**config.mk**
```make
export PLATFORM = sky130hd
export DESIGN_NAME = serial_one_port
export DESIGN_NICKNAME = d
export VERILOG_FILES = /design/src/serial_one_pkg.sv /design/src/serial_one_port.sv
export SDC_FILE = /design/constraint.sdc
export NUM_CORES = 1
export LEC_CHECK = 0
export ABC_AREA = 1
export ABC_CLOCK_PERIOD_IN_PS = 7100
export BUFFER_PORTS_ARGS = -buffer_cell sky130_fd_sc_hd__buf_4
export CELL_PAD_IN_SITES_DETAIL_PLACEMENT = 1
export CELL_PAD_IN_SITES_GLOBAL_PLACEMENT = 1
export CORE_ASPECT_RATIO = 0.8
export CORE_UTILIZATION = 40
export DETAILED_ROUTE_END_ITERATION = 12
export PLACE_DENSITY = 0.76
export SLEW_MARGIN = 20
export SYNTH_ARGS = -nofsm -noshare
export SYNTH_HDL_FRONTEND = slang
export SYNTH_SLANG_ARGS = --single-unit
```
**constraint.sdc**
```tcl
create_clock -name clk -period 7.1 [get_ports clk]
set_input_delay 1.065 -clock clk [delete_from_list [all_inputs] [get_ports clk]]
set_output_delay 1.065 -clock clk [all_outputs]
set_load 0.05 [all_outputs]
```
**src/serial_one_pkg.sv**
```systemverilog
// Constants, types and register map of the second serial port.
// Assumes one 25 MHz clock that is also the oscillator clock of the port.
package serial_one_pkg;

    // Register byte offsets on the plain register port.
    localparam logic [7:0] IE_OFFSET = 8'ha8;
    localparam logic [7:0] SCON_OFFSET = 8'hc0;
    localparam logic [7:0] DATA_OFFSET = 8'hc1;
    localparam logic [7:0] PWR_OFFSET = 8'h87;

    // Field positions in the serial control register.
    localparam int BIT_MODE_HI = 7;
    localparam int BIT_MODE_LO = 6;
    localparam int BIT_FILTER = 5;
    localparam int BIT_RX_ALLOW = 4;
    localparam int BIT_TX_NINTH = 3;
    localparam int BIT_RX_NINTH = 2;
    localparam int BIT_TX_DONE = 1;
    localparam int BIT_RX_DONE = 0;
    // Field positions in the interrupt enable and power control registers.
    localparam int BIT_GLOBAL_GATE = 7;
    localparam int BIT_SERIAL1_EN = 6;
    localparam int BIT_DOUBLE_RATE = 7;
    localparam int BIT_FRAMING_SEL = 6;

    localparam logic [7:0] IE_RESET = 8'h00;
    localparam logic [7:0] SCON_RESET = 8'h00;
    localparam logic [7:0] PWR_RESET = 8'h00;

    // Bit timing in oscillator clocks.
    localparam int SHIFT_CLKS_SLOW = 12;
    localparam int SHIFT_CLKS_FAST = 4;
    localparam int FIXED_CLKS_SLOW = 64;
    localparam int FIXED_CLKS_FAST = 32;
    localparam int OVERSAMPLE = 16;
    localparam logic [3:0] SHIFT_SLOW_LAST = 4'(SHIFT_CLKS_SLOW - 1);
    localparam logic [3:0] SHIFT_FAST_LAST = 4'(SHIFT_CLKS_FAST - 1);
    localparam logic [3:0] SHIFT_SLOW_HALF = 4'(SHIFT_CLKS_SLOW / 2);
    localparam logic [3:0] SHIFT_FAST_HALF = 4'(SHIFT_CLKS_FAST / 2);
    localparam logic [1:0] FIXED_SLOW_LAST = 2'(FIXED_CLKS_SLOW / OVERSAMPLE - 1);
    localparam logic [1:0] FIXED_FAST_LAST = 2'(FIXED_CLKS_FAST / OVERSAMPLE - 1);
    localparam logic [3:0] PHASE_MID = 4'(OVERSAMPLE / 2 - 1);
    localparam logic [3:0] PHASE_LAST = 4'(OVERSAMPLE - 1);

    // Frame lengths in bits, and bits sampled after the start bit.
    localparam logic [3:0] SHIFT_BITS = 4'h8;
    localparam logic [3:0] TEN_BITS = 4'ha;
    localparam logic [3:0] ELEVEN_BITS = 4'hb;
    localparam logic [3:0] TEN_SAMPLES = 4'h9;
    localparam logic [3:0] ELEVEN_SAMPLES = 4'ha;

    typedef enum logic [1:0] {MODE_SHIFT, MODE_ASYNC10, MODE_FIXED11, MODE_VAR11} mode_t;
    typedef enum logic [2:0] {RX_IDLE, RX_START, RX_DATA, RX_SHIFT0, RX_HOLD} rx_state_t;

    typedef struct packed {
        logic [7:0] data;
        logic ninth;
    } rx_word_t;

endpackage

```
**src/serial_one_port.sv**
```systemverilog
// Second serial port: control register, four framing modes, receive buffer.
// Assumes a CPU on the plain register port and a remote partner on the pins;
// baud_tick is a one-cycle pulse at sixteen times the variable bit rate.
`timescale 1ns/1ps
module serial_one_port
    import serial_one_pkg::*;
(
    input wire logic clk,
    input wire logic rst,
    input wire logic [7:0] addr,
    input wire logic [7:0] wr_data,
    input wire logic wr_en,
    input wire logic rd_en,
    output logic [7:0] rd_data,
    input wire logic baud_tick,
    input wire logic data_pin_in,
    output logic data_pin_out,
    output logic data_pin_oe,
    output logic clock_pin_out,
    output logic irq
);

    function automatic mode_t decode_mode(input logic hi, input logic lo);
        case ({hi, lo})
            2'h0: return MODE_SHIFT;
            2'h1: return MODE_ASYNC10;
            2'h2: return MODE_FIXED11;
            default: return MODE_VAR11;
        endcase
    endfunction

    logic [7:0] interrupt_enable_bits;
    logic frame_mode_hi, frame_mode_lo, multiproc_filter, receive_allow;
    logic tx_ninth_bit, rx_ninth_bit, transmit_done_flag, receive_done_flag;
    logic frame_error_flag, double_rate, serial_framing_select;
    logic data_meta, data_sync, data_prev;
    logic [1:0] fixed_div;
    logic [3:0] shift_cnt;
    logic tx_busy, tx_shift_mode;
    logic [3:0] tx_phase, tx_bits_left;
    logic [10:0] tx_shift;
    rx_state_t rx_state, next_rx_state;
    logic [3:0] rx_phase, rx_bits_left;
    logic [9:0] rx_shift;
    rx_word_t pend_word;
    rx_word_t fifo_mem [2];
    logic fifo_wr_ptr, fifo_rd_ptr;
    logic [1:0] fifo_count;

    // Register decode.
    wire wr_ie = wr_en && addr == IE_OFFSET;
    wire wr_scon = wr_en && addr == SCON_OFFSET;
    wire wr_pwr = wr_en && addr == PWR_OFFSET;
    wire wr_buf = wr_en && addr == DATA_OFFSET;
    wire rd_buf = rd_en && addr == DATA_OFFSET;

    mode_t mode;
    assign mode = decode_mode(frame_mode_hi, frame_mode_lo);
    wire is_shift = mode == MODE_SHIFT;
    wire is_nine = mode == MODE_FIXED11 || mode == MODE_VAR11;

    // Oversample tick: fixed divider in mode 2, outside baud source otherwise.
    wire [1:0] fixed_last = double_rate ? FIXED_FAST_LAST : FIXED_SLOW_LAST;
    wire fixed_tick = fixed_div == fixed_last;
    wire async_tick = (mode == MODE_FIXED11) ? fixed_tick : baud_tick;

    // Mode 0 shift clock, running only while a mode 0 transfer is active.
    wire shift_active = (tx_busy && tx_shift_mode) || rx_state == RX_SHIFT0;
    wire [3:0] shift_last = multiproc_filter ? SHIFT_FAST_LAST : SHIFT_SLOW_LAST;
    wire [3:0] shift_half = multiproc_filter ? SHIFT_FAST_HALF : SHIFT_SLOW_HALF;
    wire shift_end = shift_active && shift_cnt == shift_last;

    always_ff @(posedge clk or posedge rst) begin
        if (rst) begin
            fixed_div <= 2'h0;
            shift_cnt <= 4'h0;
        end else begin
            fixed_div <= fixed_tick ? 2'h0 : fixed_div + 2'h1;
            shift_cnt <= (!shift_active || shift_end) ? 4'h0 : shift_cnt + 4'h1;
        end
    end

    // Transmitter.
    wire tx_start = wr_buf && !tx_busy && rx_state != RX_SHIFT0;
    wire tx_bit_end = tx_busy
        && (tx_shift_mode ? shift_end : (async_tick && tx_phase == PHASE_LAST));
    // Mode 0 flags at the end of the eighth bit, async modes as the stop bit begins.
    wire ti_set = tx_bit_end
        && (tx_shift_mode ? tx_bits_left == 4'h1 : tx_bits_left == 4'h2);
    wire [3:0] tx_len = is_shift ? SHIFT_BITS : (is_nine ? ELEVEN_BITS : TEN_BITS);
    // Unused upper positions are stop level so a shorter frame idles high.
    wire [10:0] tx_load = is_shift ? {3'h7, wr_data}
        : {1'b1, is_nine ? tx_ninth_bit : 1'b1, wr_data, 1'b0};

    always_ff @(posedge clk or posedge rst) begin
        if (rst) begin
            tx_busy <= 1'b0;
            tx_shift_mode <= 1'b0;
            tx_phase <= 4'h0;
            tx_bits_left <= 4'h0;
            tx_shift <= 11'h7ff;
        end else if (tx_start) begin
            tx_busy <= 1'b1;
            tx_shift_mode <= is_shift;
            tx_phase <= 4'h0;
            tx_bits_left <= tx_len;
            tx_shift <= tx_load;
        end else begin
            tx_phase <= async_tick ? tx_phase + 4'h1 : tx_phase;
            if (tx_bit_end) begin
                tx_shift <= {1'b1, tx_shift[10:1]};
                tx_bits_left <= tx_bits_left - 4'h1;
                tx_busy <= tx_bits_left != 4'h1;
            end
        end
    end

    // Pin synchroniser; only data_sync and later stages feed logic.
    always_ff @(posedge clk or posedge rst) begin
        if (rst) begin
            data_meta <= 1'b1;
            data_sync <= 1'b1;
            data_prev <= 1'b1;
        end else begin
            data_meta <= data_pin_in;
            data_sync <= data_meta;
            data_prev <= data_sync;
        end
    end

    // Receiver.
    wire rx_sample = async_tick && rx_phase == PHASE_MID;
    wire [9:0] frame_full = {data_sync, rx_shift[9:1]};
    wire rx_bit = (rx_state == RX_DATA && rx_sample) || (rx_state == RX_SHIFT0 && shift_end);
    wire rx_last = rx_bit && rx_bits_left == 4'h1;
    wire stop_ok = frame_full[9];
    rx_word_t new_word;
    assign new_word.data = is_shift ? frame_full[9:2] : (is_nine ? frame_full[7:0] : frame_full[8:1]);
    assign new_word.ninth = is_nine ? frame_full[8] : frame_full[9];
    wire accept = is_shift || !multiproc_filter
        || (is_nine ? frame_full[8] : stop_ok);
    wire fe_set = rx_last && !is_shift && !stop_ok;
    wire fifo_ready = fifo_count != 2'h2;
    wire fifo_valid = fifo_count != 2'h0;
    wire push_valid = (rx_last && accept) || rx_state == RX_HOLD;
    rx_word_t push_word;
    assign push_word = (rx_state == RX_HOLD) ? pend_word : new_word;
    wire push = push_valid && fifo_ready;
    wire pop = rd_buf && fifo_valid;
    wire ri_set = push;
    wire rx9_set = push && !is_shift && (is_nine || !multiproc_filter);

    // A mode 0 receive restarts only once the receive flag is clear, so software paces it.
    always_comb begin
        next_rx_state = rx_state;
        case (rx_state)
            RX_IDLE: begin
                if (receive_allow && is_shift && !receive_done_flag && !tx_busy) begin
                    next_rx_state = RX_SHIFT0;
                end else if (receive_allow && !is_shift && data_prev && !data_sync) begin
                    next_rx_state = RX_START;
                end
            end
            RX_START: begin
                if (!receive_allow) begin
                    next_rx_state = RX_IDLE;
                end else if (rx_sample) begin
                    next_rx_state = data_sync ? RX_IDLE : RX_DATA;
                end
            end
            RX_DATA, RX_SHIFT0: begin
                if (!receive_allow) begin
                    next_rx_state = RX_IDLE;
                end else if (rx_last) begin
                    next_rx_state = (accept && !fifo_ready) ? RX_HOLD : RX_IDLE;
                end
            end
            RX_HOLD: begin
                if (fifo_ready) begin
                    next_rx_state = RX_IDLE;
                end
            end
            default: next_rx_state = RX_IDLE;
        endcase
    end

    always_ff @(posedge clk or posedge rst) begin
        if (rst) begin
            rx_state <= RX_IDLE;
            rx_phase <= 4'h0;
            rx_bits_left <= 4'h0;
            rx_shift <= 10'h000;
            pend_word <= '0;
        end else begin
            rx_state <= next_rx_state;
            if (rx_state == RX_IDLE) begin
                rx_phase <= 4'h0;
                rx_bits_left <= is_shift ? SHIFT_BITS : (is_nine ? ELEVEN_SAMPLES : TEN_SAMPLES);
            end else begin
                rx_phase <= async_tick ? rx_phase + 4'h1 : rx_phase;
            end
            if (rx_bit) begin
                rx_shift <= frame_full;
                rx_bits_left <= rx_bits_left - 4'h1;
            end
            if (rx_last) begin
                pend_word <= new_word;
            end
        end
    end

    // Two-entry receive buffer; a full buffer stalls the receiver in RX_HOLD,
    // so a slow reader costs only the next frame's start, never a word.
    always_ff @(posedge clk or posedge rst) begin
        if (rst) begin
            fifo_wr_ptr <= 1'b0;
            fifo_rd_ptr <= 1'b0;
            fifo_count <= 2'h0;
            fifo_mem[0] <= '0;
            fifo_mem[1] <= '0;
        end else begin
            if (push) begin
                fifo_mem[fifo_wr_ptr] <= push_word;
                fifo_wr_ptr <= !fifo_wr_ptr;
            end
            if (pop) begin
                fifo_rd_ptr <= !fifo_rd_ptr;
            end
            fifo_count <= fifo_count + {1'b0, push} - {1'b0, pop};
        end
    end

    // Control registers; a hardware set wins over a software clear.
    always_ff @(posedge clk or posedge rst) begin
        if (rst) begin
            interrupt_enable_bits <= IE_RESET;
            {double_rate, serial_framing_select} <= PWR_RESET[7:6];
            {frame_mode_hi, frame_mode_lo, multiproc_filter, receive_allow} <= SCON_RESET[7:4];
            {tx_ninth_bit, rx_ninth_bit, transmit_done_flag, receive_done_flag} <= SCON_RESET[3:0];
            frame_error_flag <= 1'b0;
        end else begin
            if (wr_ie) begin
                interrupt_enable_bits <= wr_data;
            end
            if (wr_pwr) begin
                double_rate <= wr_data[BIT_DOUBLE_RATE];
                serial_framing_select <= wr_data[BIT_FRAMING_SEL];
            end
            if (wr_scon) begin
                frame_mode_lo <= wr_data[BIT_MODE_LO];
                multiproc_filter <= wr_data[BIT_FILTER];
                receive_allow <= wr_data[BIT_RX_ALLOW];
                tx_ninth_bit <= wr_data[BIT_TX_NINTH];
            end
            if (wr_scon && !serial_framing_select) begin
                frame_mode_hi <= wr_data[BIT_MODE_HI];
            end
            frame_error_flag <= fe_set
                | ((wr_scon && serial_framing_select) ? wr_data[BIT_MODE_HI] : frame_error_flag);
            rx_ninth_bit <= rx9_set ? push_word.ninth
                : (wr_scon ? wr_data[BIT_RX_NINTH] : rx_ninth_bit);
            transmit_done_flag <= ti_set
                | (wr_scon ? wr_data[BIT_TX_DONE] : transmit_done_flag);
            receive_done_flag <= ri_set
                | (wr_scon ? wr_data[BIT_RX_DONE] : receive_done_flag);
        end
    end

    // Read path.
    wire bit7_view = serial_framing_select ? frame_error_flag : frame_mode_hi;
    wire [7:0] scon_view = {bit7_view, frame_mode_lo, multiproc_filter, receive_allow,
        tx_ninth_bit, rx_ninth_bit, transmit_done_flag, receive_done_flag};
    wire [7:0] buf_view = fifo_valid ? fifo_mem[fifo_rd_ptr].data : 8'h00;
    wire [7:0] read_value = (addr == IE_OFFSET) ? interrupt_enable_bits
        : (addr == SCON_OFFSET) ? scon_view
        : (addr == PWR_OFFSET) ? {double_rate, serial_framing_select, 6'h00}
        : (addr == DATA_OFFSET) ? buf_view : 8'h00;

    // The power-fail source lives outside this port, so the gate masks all here.
    wire next_irq = interrupt_enable_bits[BIT_GLOBAL_GATE]
        && interrupt_enable_bits[BIT_SERIAL1_EN]
        && (transmit_done_flag || receive_done_flag);

    // Pins: in mode 0 the data pin is two-way and the clock pin carries the shift clock.
    wire next_clock_pin = shift_active ? (shift_cnt >= shift_half)
        : (tx_busy ? tx_shift[0] : 1'b1);
    wire next_data_oe = tx_busy && tx_shift_mode;

    always_ff @(posedge clk or posedge rst) begin
        if (rst) begin
            rd_data <= 8'h00;
            irq <= 1'b0;
            clock_pin_out <= 1'b1;
            data_pin_out <= 1'b1;
            data_pin_oe <= 1'b0;
        end else begin
            rd_data <= rd_en ? read_value : 8'h00;
            irq <= next_irq;
            clock_pin_out <= next_clock_pin;
            data_pin_out <= next_data_oe ? tx_shift[0] : 1'b1;
            data_pin_oe <= next_data_oe;
        end
    end
endmodule // serial_one_port

```
# == Yosys cells after proc, flatten, opt, wreduce, memory -nomap -nowiden ==
# Index checks and enable logic that the tools add are counted.
# totals
elab_cells,210
inputBits,22
output_inout_bits,12
register_bits,113
# classes
mux,62
eq_ne,26
add_sub_neg,8
n_reduce_logical,65
bitwise,5
n_lt_le_gt_ge,4
# ops
op,n
$mux 8,8
$mux 9,5
$mux 4,10
$logic_and 1x1->1,35
$eq 8x8->1 const B,4
$mux 3,9
$mux 11,2
$bwmux 18,1
$mux 1,17
$add 4x1->4 const B,3
$mux 2,6
$pmux 3 s4,1
$reduce_bool 2->1,6
$logic_not 1->1,10
$mux 10,1
$demux 9 s1,1
$logic_or 1x1->1,9
$ne 3x3->1 const B,3
$eq 4x1->1 const B,2
$sub 4x1->4 const B,2
$eq 2x2->1 const B,3
$eq 3x2->1 const B,2
$pmux 2 s3,1
$eq 4x2->1 const B,1
22 further kinds,28

# == Depth between registers and ports, before layout ==
# logic_depth
ltp_word,14
mapped_depth,16
depth_no_buf,15

# == Worst setup path after synthesis ==
# Ideal clock, no wire load.
# synth_timing
path_type,input to register
startpoint,input baud_tick
endpoint,register fifo_count[1]
setup_ns,0.129
arrival_time_ns,2.475
n_path_buf,1
required_time_ns,6.971
path_stages,13
path_slack_ns,4.496
path_cell_list,nand2_1 nand2_2 nand3_2 nand2_4 nand3_2 nand2_2 buf_6 nand2_2 ha_1 inv_1 ha_1 xnor2_1 xor2_1
# synth_between
elab_chain_len,10
# synth_lines
element,line,source
start: declaration,serial_one_port.sv:15,"input wire logic baud_tick,"
$mux 1,serial_one_port.sv:65,wire async_tick = (mode == MODE_FIXED11) ? fixed_tick : baud_tick;
$logic_and 1x1->1,serial_one_port.sv:132,wire rx_sample = async_tick && rx_phase == PHASE_MID;
$logic_and 1x1->1,serial_one_port.sv:134,wire rx_bit = (rx_state == RX_DATA && rx_sample) || (rx_state == RX_SHIFT0 && shift_end);
$logic_or 1x1->1,serial_one_port.sv:134,
$logic_and 1x1->1,serial_one_port.sv:135,wire rx_last = rx_bit && rx_bits_left == 4'h1;
$logic_and 1x1->1,serial_one_port.sv:145,wire push_valid = (rx_last && accept) || rx_state == RX_HOLD;
$logic_or 1x1->1,serial_one_port.sv:145,
$logic_and 1x1->1,serial_one_port.sv:148,wire push = push_valid && fifo_ready;
$add 2x1->2,serial_one_port.sv:229,"fifo_count <= fifo_count + {1'b0, push} - {1'b0, pop};"
$sub 2x1->2,serial_one_port.sv:229,
end signal: assignment,serial_one_port.sv:229,
end: declaration,serial_one_port.sv:48,logic [1:0] fifo_count;
# Every way passes these cells.
# A chain may end at the register's enable or synchronous reset.

# == Worst setup path in the final report ==
# layout_timing
startpoint,register frame_mode_hi
endpoint,register fifo_count[1]
# layout_between
elab_chain_len,13
word_cells_on_any_way,21
classes_between,add/sub (2); eq/ne (4); mux (3); reduce/logical (12)
# layout_lines
element,line,source
start: declaration,serial_one_port.sv:33,"logic frame_mode_hi, frame_mode_lo, multiproc_filter, receive_allow;"
start signal: assignment,serial_one_port.sv:238,"{frame_mode_hi, frame_mode_lo, multiproc_filter, receive_allow} <= SCON_RESET[7:4];"
start signal: assignment,serial_one_port.sv:256,frame_mode_hi <= wr_data[BIT_MODE_HI];
"$eq 2x2->1, or another cell as far along",serial_one_port.sv:24,"case ({hi, lo})"
$pmux 2 s3 (*),serial_one_port.sv:24,
$eq 2x2->1,"serial_one_port.sv:60, serial_one_port.sv:65",
$mux 1,serial_one_port.sv:65,
$logic_and 1x1->1,serial_one_port.sv:132,
$logic_and 1x1->1,serial_one_port.sv:134,
$logic_or 1x1->1,serial_one_port.sv:134,
$logic_and 1x1->1,serial_one_port.sv:135,
$logic_and 1x1->1 (*),serial_one_port.sv:145,
$logic_or 1x1->1 (*),serial_one_port.sv:145,
$logic_and 1x1->1 (*),serial_one_port.sv:148,
$add 2x1->2 (*),serial_one_port.sv:229,
$sub 2x1->2 (*),serial_one_port.sv:229,
# Every way passes the cells marked *; elsewhere a longest branch is shown, timed or not.

==> summary.md <==
| Metric | Value |
|---|---|
| Yosys top cell by area | dfrtp_1 |
| Main flop type after synthesis | dfrtp_1 |
| Synth area leaders | dfrtp_1 42%, nand2_1 14%, dfstp_2 7.0%, o21ai_0 4.6%, inv_1 4.4% |
| Cell Rows | 38 |
| Status | finished, final reports clean |
| Pleak | 3.08 nW |
| Initial Util | 0.412 |
| Nets@finish | 756 |
| Synthesized area | 5600 um^2 |
| Hold Vio Cnt, Final | 0 |
| Worst hold path depth | 0 |
| Critical path peak fanout | 25 |
| Crit Path Category | reg2reg |
| CTS Hold Bufs | 0 |
| Number of buffers created by CTS | 9 |
| Fin. max-slew vios | 0 |
| GRT Total Usage | 0.217 |
| First-pass DRT Iterations | 4 |
| Synthesized instance count | 697 |
| Die width | 134 um |
| Synth warn | 0 |
| Worst r2r src | frame_mode_hi$_DFFE_PP0P_ |
| Total negative setup slack | 0 ns |
| CTS root buffer | clkbuf_16 |
| Largest net degree at the start of global routing | 70 |
| Relative slew slack | 0.403 |
| Worst clock skew | 0.0108 ns |
| Reg2reg end | fifo_count[1]$_DFF_PP0_ |
| WL/cell | 16.3 um |
| Post-synth EDFFs | 0 |
| Post-layout util | 0.462 |
| First-pass GRT wire length | 24100 um |
| Avg Inst Size Synth | 8.03 um^2 |
| Finished layout cell area | 6280 um^2 |
| CTS Sinks | 109 |
| TritonCTS clock tree | done |
| IO Port Bufs | 33 |
| FF+latch count, synth | 109 |
| Cts repair resizes | 0 |
| Fmax achieved | 337 MHz |
| Max IR drop VDD | 0.145 mV |
| Setup slack, reg-to-reg | 4.13 ns |
| Core Footprint | 13600 um^2 |
| Area delta synth->final | 12.1% |
| Final setup viols | 0 |
| Unrepaired setup endpoints after global routing | no |
| Yosys cell types | 44 |
| DR iter-0 viols | 199 |
| Min cycle time layout | 2.97 ns |
| Seq/Total Area, Yosys | 0.491 |
| Post-synth top cells | 207 x nand2_1, 94 x dfrtp_1, 66 x inv_1, 51 x o21ai_0, 39 x nor2_1 |
| ANT cells | 0 |
| Setup WS pre-CTS | 3.89 ns |
| Hold_sp | data_meta$_DFF_PP1_ |
| Ratio of cells with drive above 1 in the final layout | 0.143 |
| Total Wirelength | 14800 um |
| Hold Path End | data_sync$_DFF_PP1_ |
| Count leader, synth | nand2_1 |
| Placer Congestion | 0.817 |
| Post-synth ARST share | 1.00 |
| Setup Fix Bufs, Post-CTS | 0 |
| Measured slew at the worst slew-check pin | 0.895 ns |
| Vias | 4693 |
| Min-delay worst type | reg2reg |
| H-tree Lvls | 3 |
| Tcrit/Tclk final | 0.418 |
| Routed vias/inst | 5.17 |
| CP arrival | 3.21 ns |
| Max-cap check violation count | 0 |
| Die Height | 108 um |
| Reg2Reg Depth | 11 |
| Vias in the first global route | 4761 |
| Area after DPL | 5970 um^2 |
| DRC | 0 |
| Clock transition at path regs | 0.07 ns |
| Net Count, Synth | 731 |
| Power Dens Cells | 263 nW/um^2 |
| Worst-Skew Late Latency | 0.36 ns |
| Yosys top cell area share | 0.420 |
| Grt total ovfl | 0 |
| I/O pin cnt | 34 |
| Crit. End Element | register |
| DRT antenna net count | 0 |
| Tot Pwr | 1.65 mW |
| Setup crit start kind | register |
| Worst Path Required | 7.34 ns |
| Initial antenna violation count | 0 |
| Full die area | 14500 um^2 |
| Dpl hpwl | 11100 um |
| Worst setup margin | 4.13 ns |
| CTS max path bufs | 2 |
## metal layers
metal  global-route usage  vias to the layer above  part of all wire
met5                    0                        -                 0
met4               0.0634                        0            0.0088
met3               0.0438                       10             0.039
met2                0.344                       80              0.46
met1                0.298                     2296              0.49
li1                     -                     2307                 -
## critical path, cell delays in order (launching register included)
cell and delay [ns]:
dfrtp_1 0.55, nor2_4 0.53, inv_1 0.21, nand3_1 0.17, nand3_2 0.10, nand2_2 0.34, nand2_2 0.14, ha_1 0.31
inv_1 0.04, ha_1 0.18, xnor2_1 0.13, xor2_1 0.14
## where the power goes
part	switching (mW)	total, mW	internal (mW)
Clock	0.232	0.517	0.285
Combinational	0.247	0.365	0.118
Sequential	0.0684	0.769	0.700
Total	0.547	1.65	1.10
## flip-flops by register name (all words and copies together) (netlist names), 2 cells and up
register               cells
fifo_mem                  16
tx_shift                  10
pend_word                  9
rx_shift                   9
interrupt_enable_bits      8
rd_data                    8
rx_bits_left               4
rx_phase                   4
shift_cnt                  4
tx_bits_left               4
tx_phase                   4
rx_state                   3
fifo_count                 2
fixed_div                  2
## how the worst max path moves through the flow
stage                                    endpoint  slack, ns                 startpoint
after floorplan             data_pin_oe$_DFF_PP0_       3.19                        rst
after global placement    fifo_count[1]$_DFF_PP0_       4.00                  baud_tick
after detailed placement  fifo_count[1]$_DFF_PP0_       3.89                  baud_tick
after CTS                 fifo_count[1]$_DFF_PP0_       4.10  frame_mode_hi$_DFFE_PP0P_
after global routing      fifo_count[1]$_DFF_PP0_       3.85  frame_mode_hi$_DFFE_PP0P_
final                     fifo_count[1]$_DFF_PP0_       4.13  frame_mode_hi$_DFFE_PP0P_
## layout by cell type, fill, tap and decap left out, types with 4 or more instances in the layout
cell       Yosys  layout
a21oi_1       34      34
buf_4          2      34
clkbuf_16      0       9
dfrtp_1       94      94
dfstp_2       15      15
ha_1          12      12
inv_1         66      65
inv_2         18      18
nand2_1      207     207
nand2_2        4       4
nand3_1       27      27
nand3_2        4       4
nand4_1       23      23
nor2_1        39      39
nor3_1        14      14
o211ai_1       8       8
o21ai_0       51      51
o21ai_1       21      21
xor2_1         5       5
## cells by family after synthesis
family          count (synthesis)  share of synthesized area
flops                         109                      0.491
fa+ha+maj                      12                     0.0268
xor+xnor                        8                     0.0125
simple gates                  334                      0.267
compound gates                129                      0.127
buf+inv                       105                     0.0762
## stage by stage
| step | hold WS (ns) | instances |
|---|---|---|
| 6_report | 0.356 | 907 |
| 3_5_place_dp | 0.349 | 891 |
| 5_1_grt | 0.362 | 907 |
| 2_1_floorplan | 0.345 | 697 |
| 4_1_cts | 0.359 | 907 |
| 3_3_place_gp | 0.347 | 891 |
## layout make-up
type	instances	area, um^2
well taps	180	225
repair buffers	34	255
flip-flops and latches	109	2750
fillers	1714	7320
clock inverters	5	60.1
multi-input cells	483	2430
clock buffers	11	243
inverters	85	322
Power figures use the tool's default switching activity.
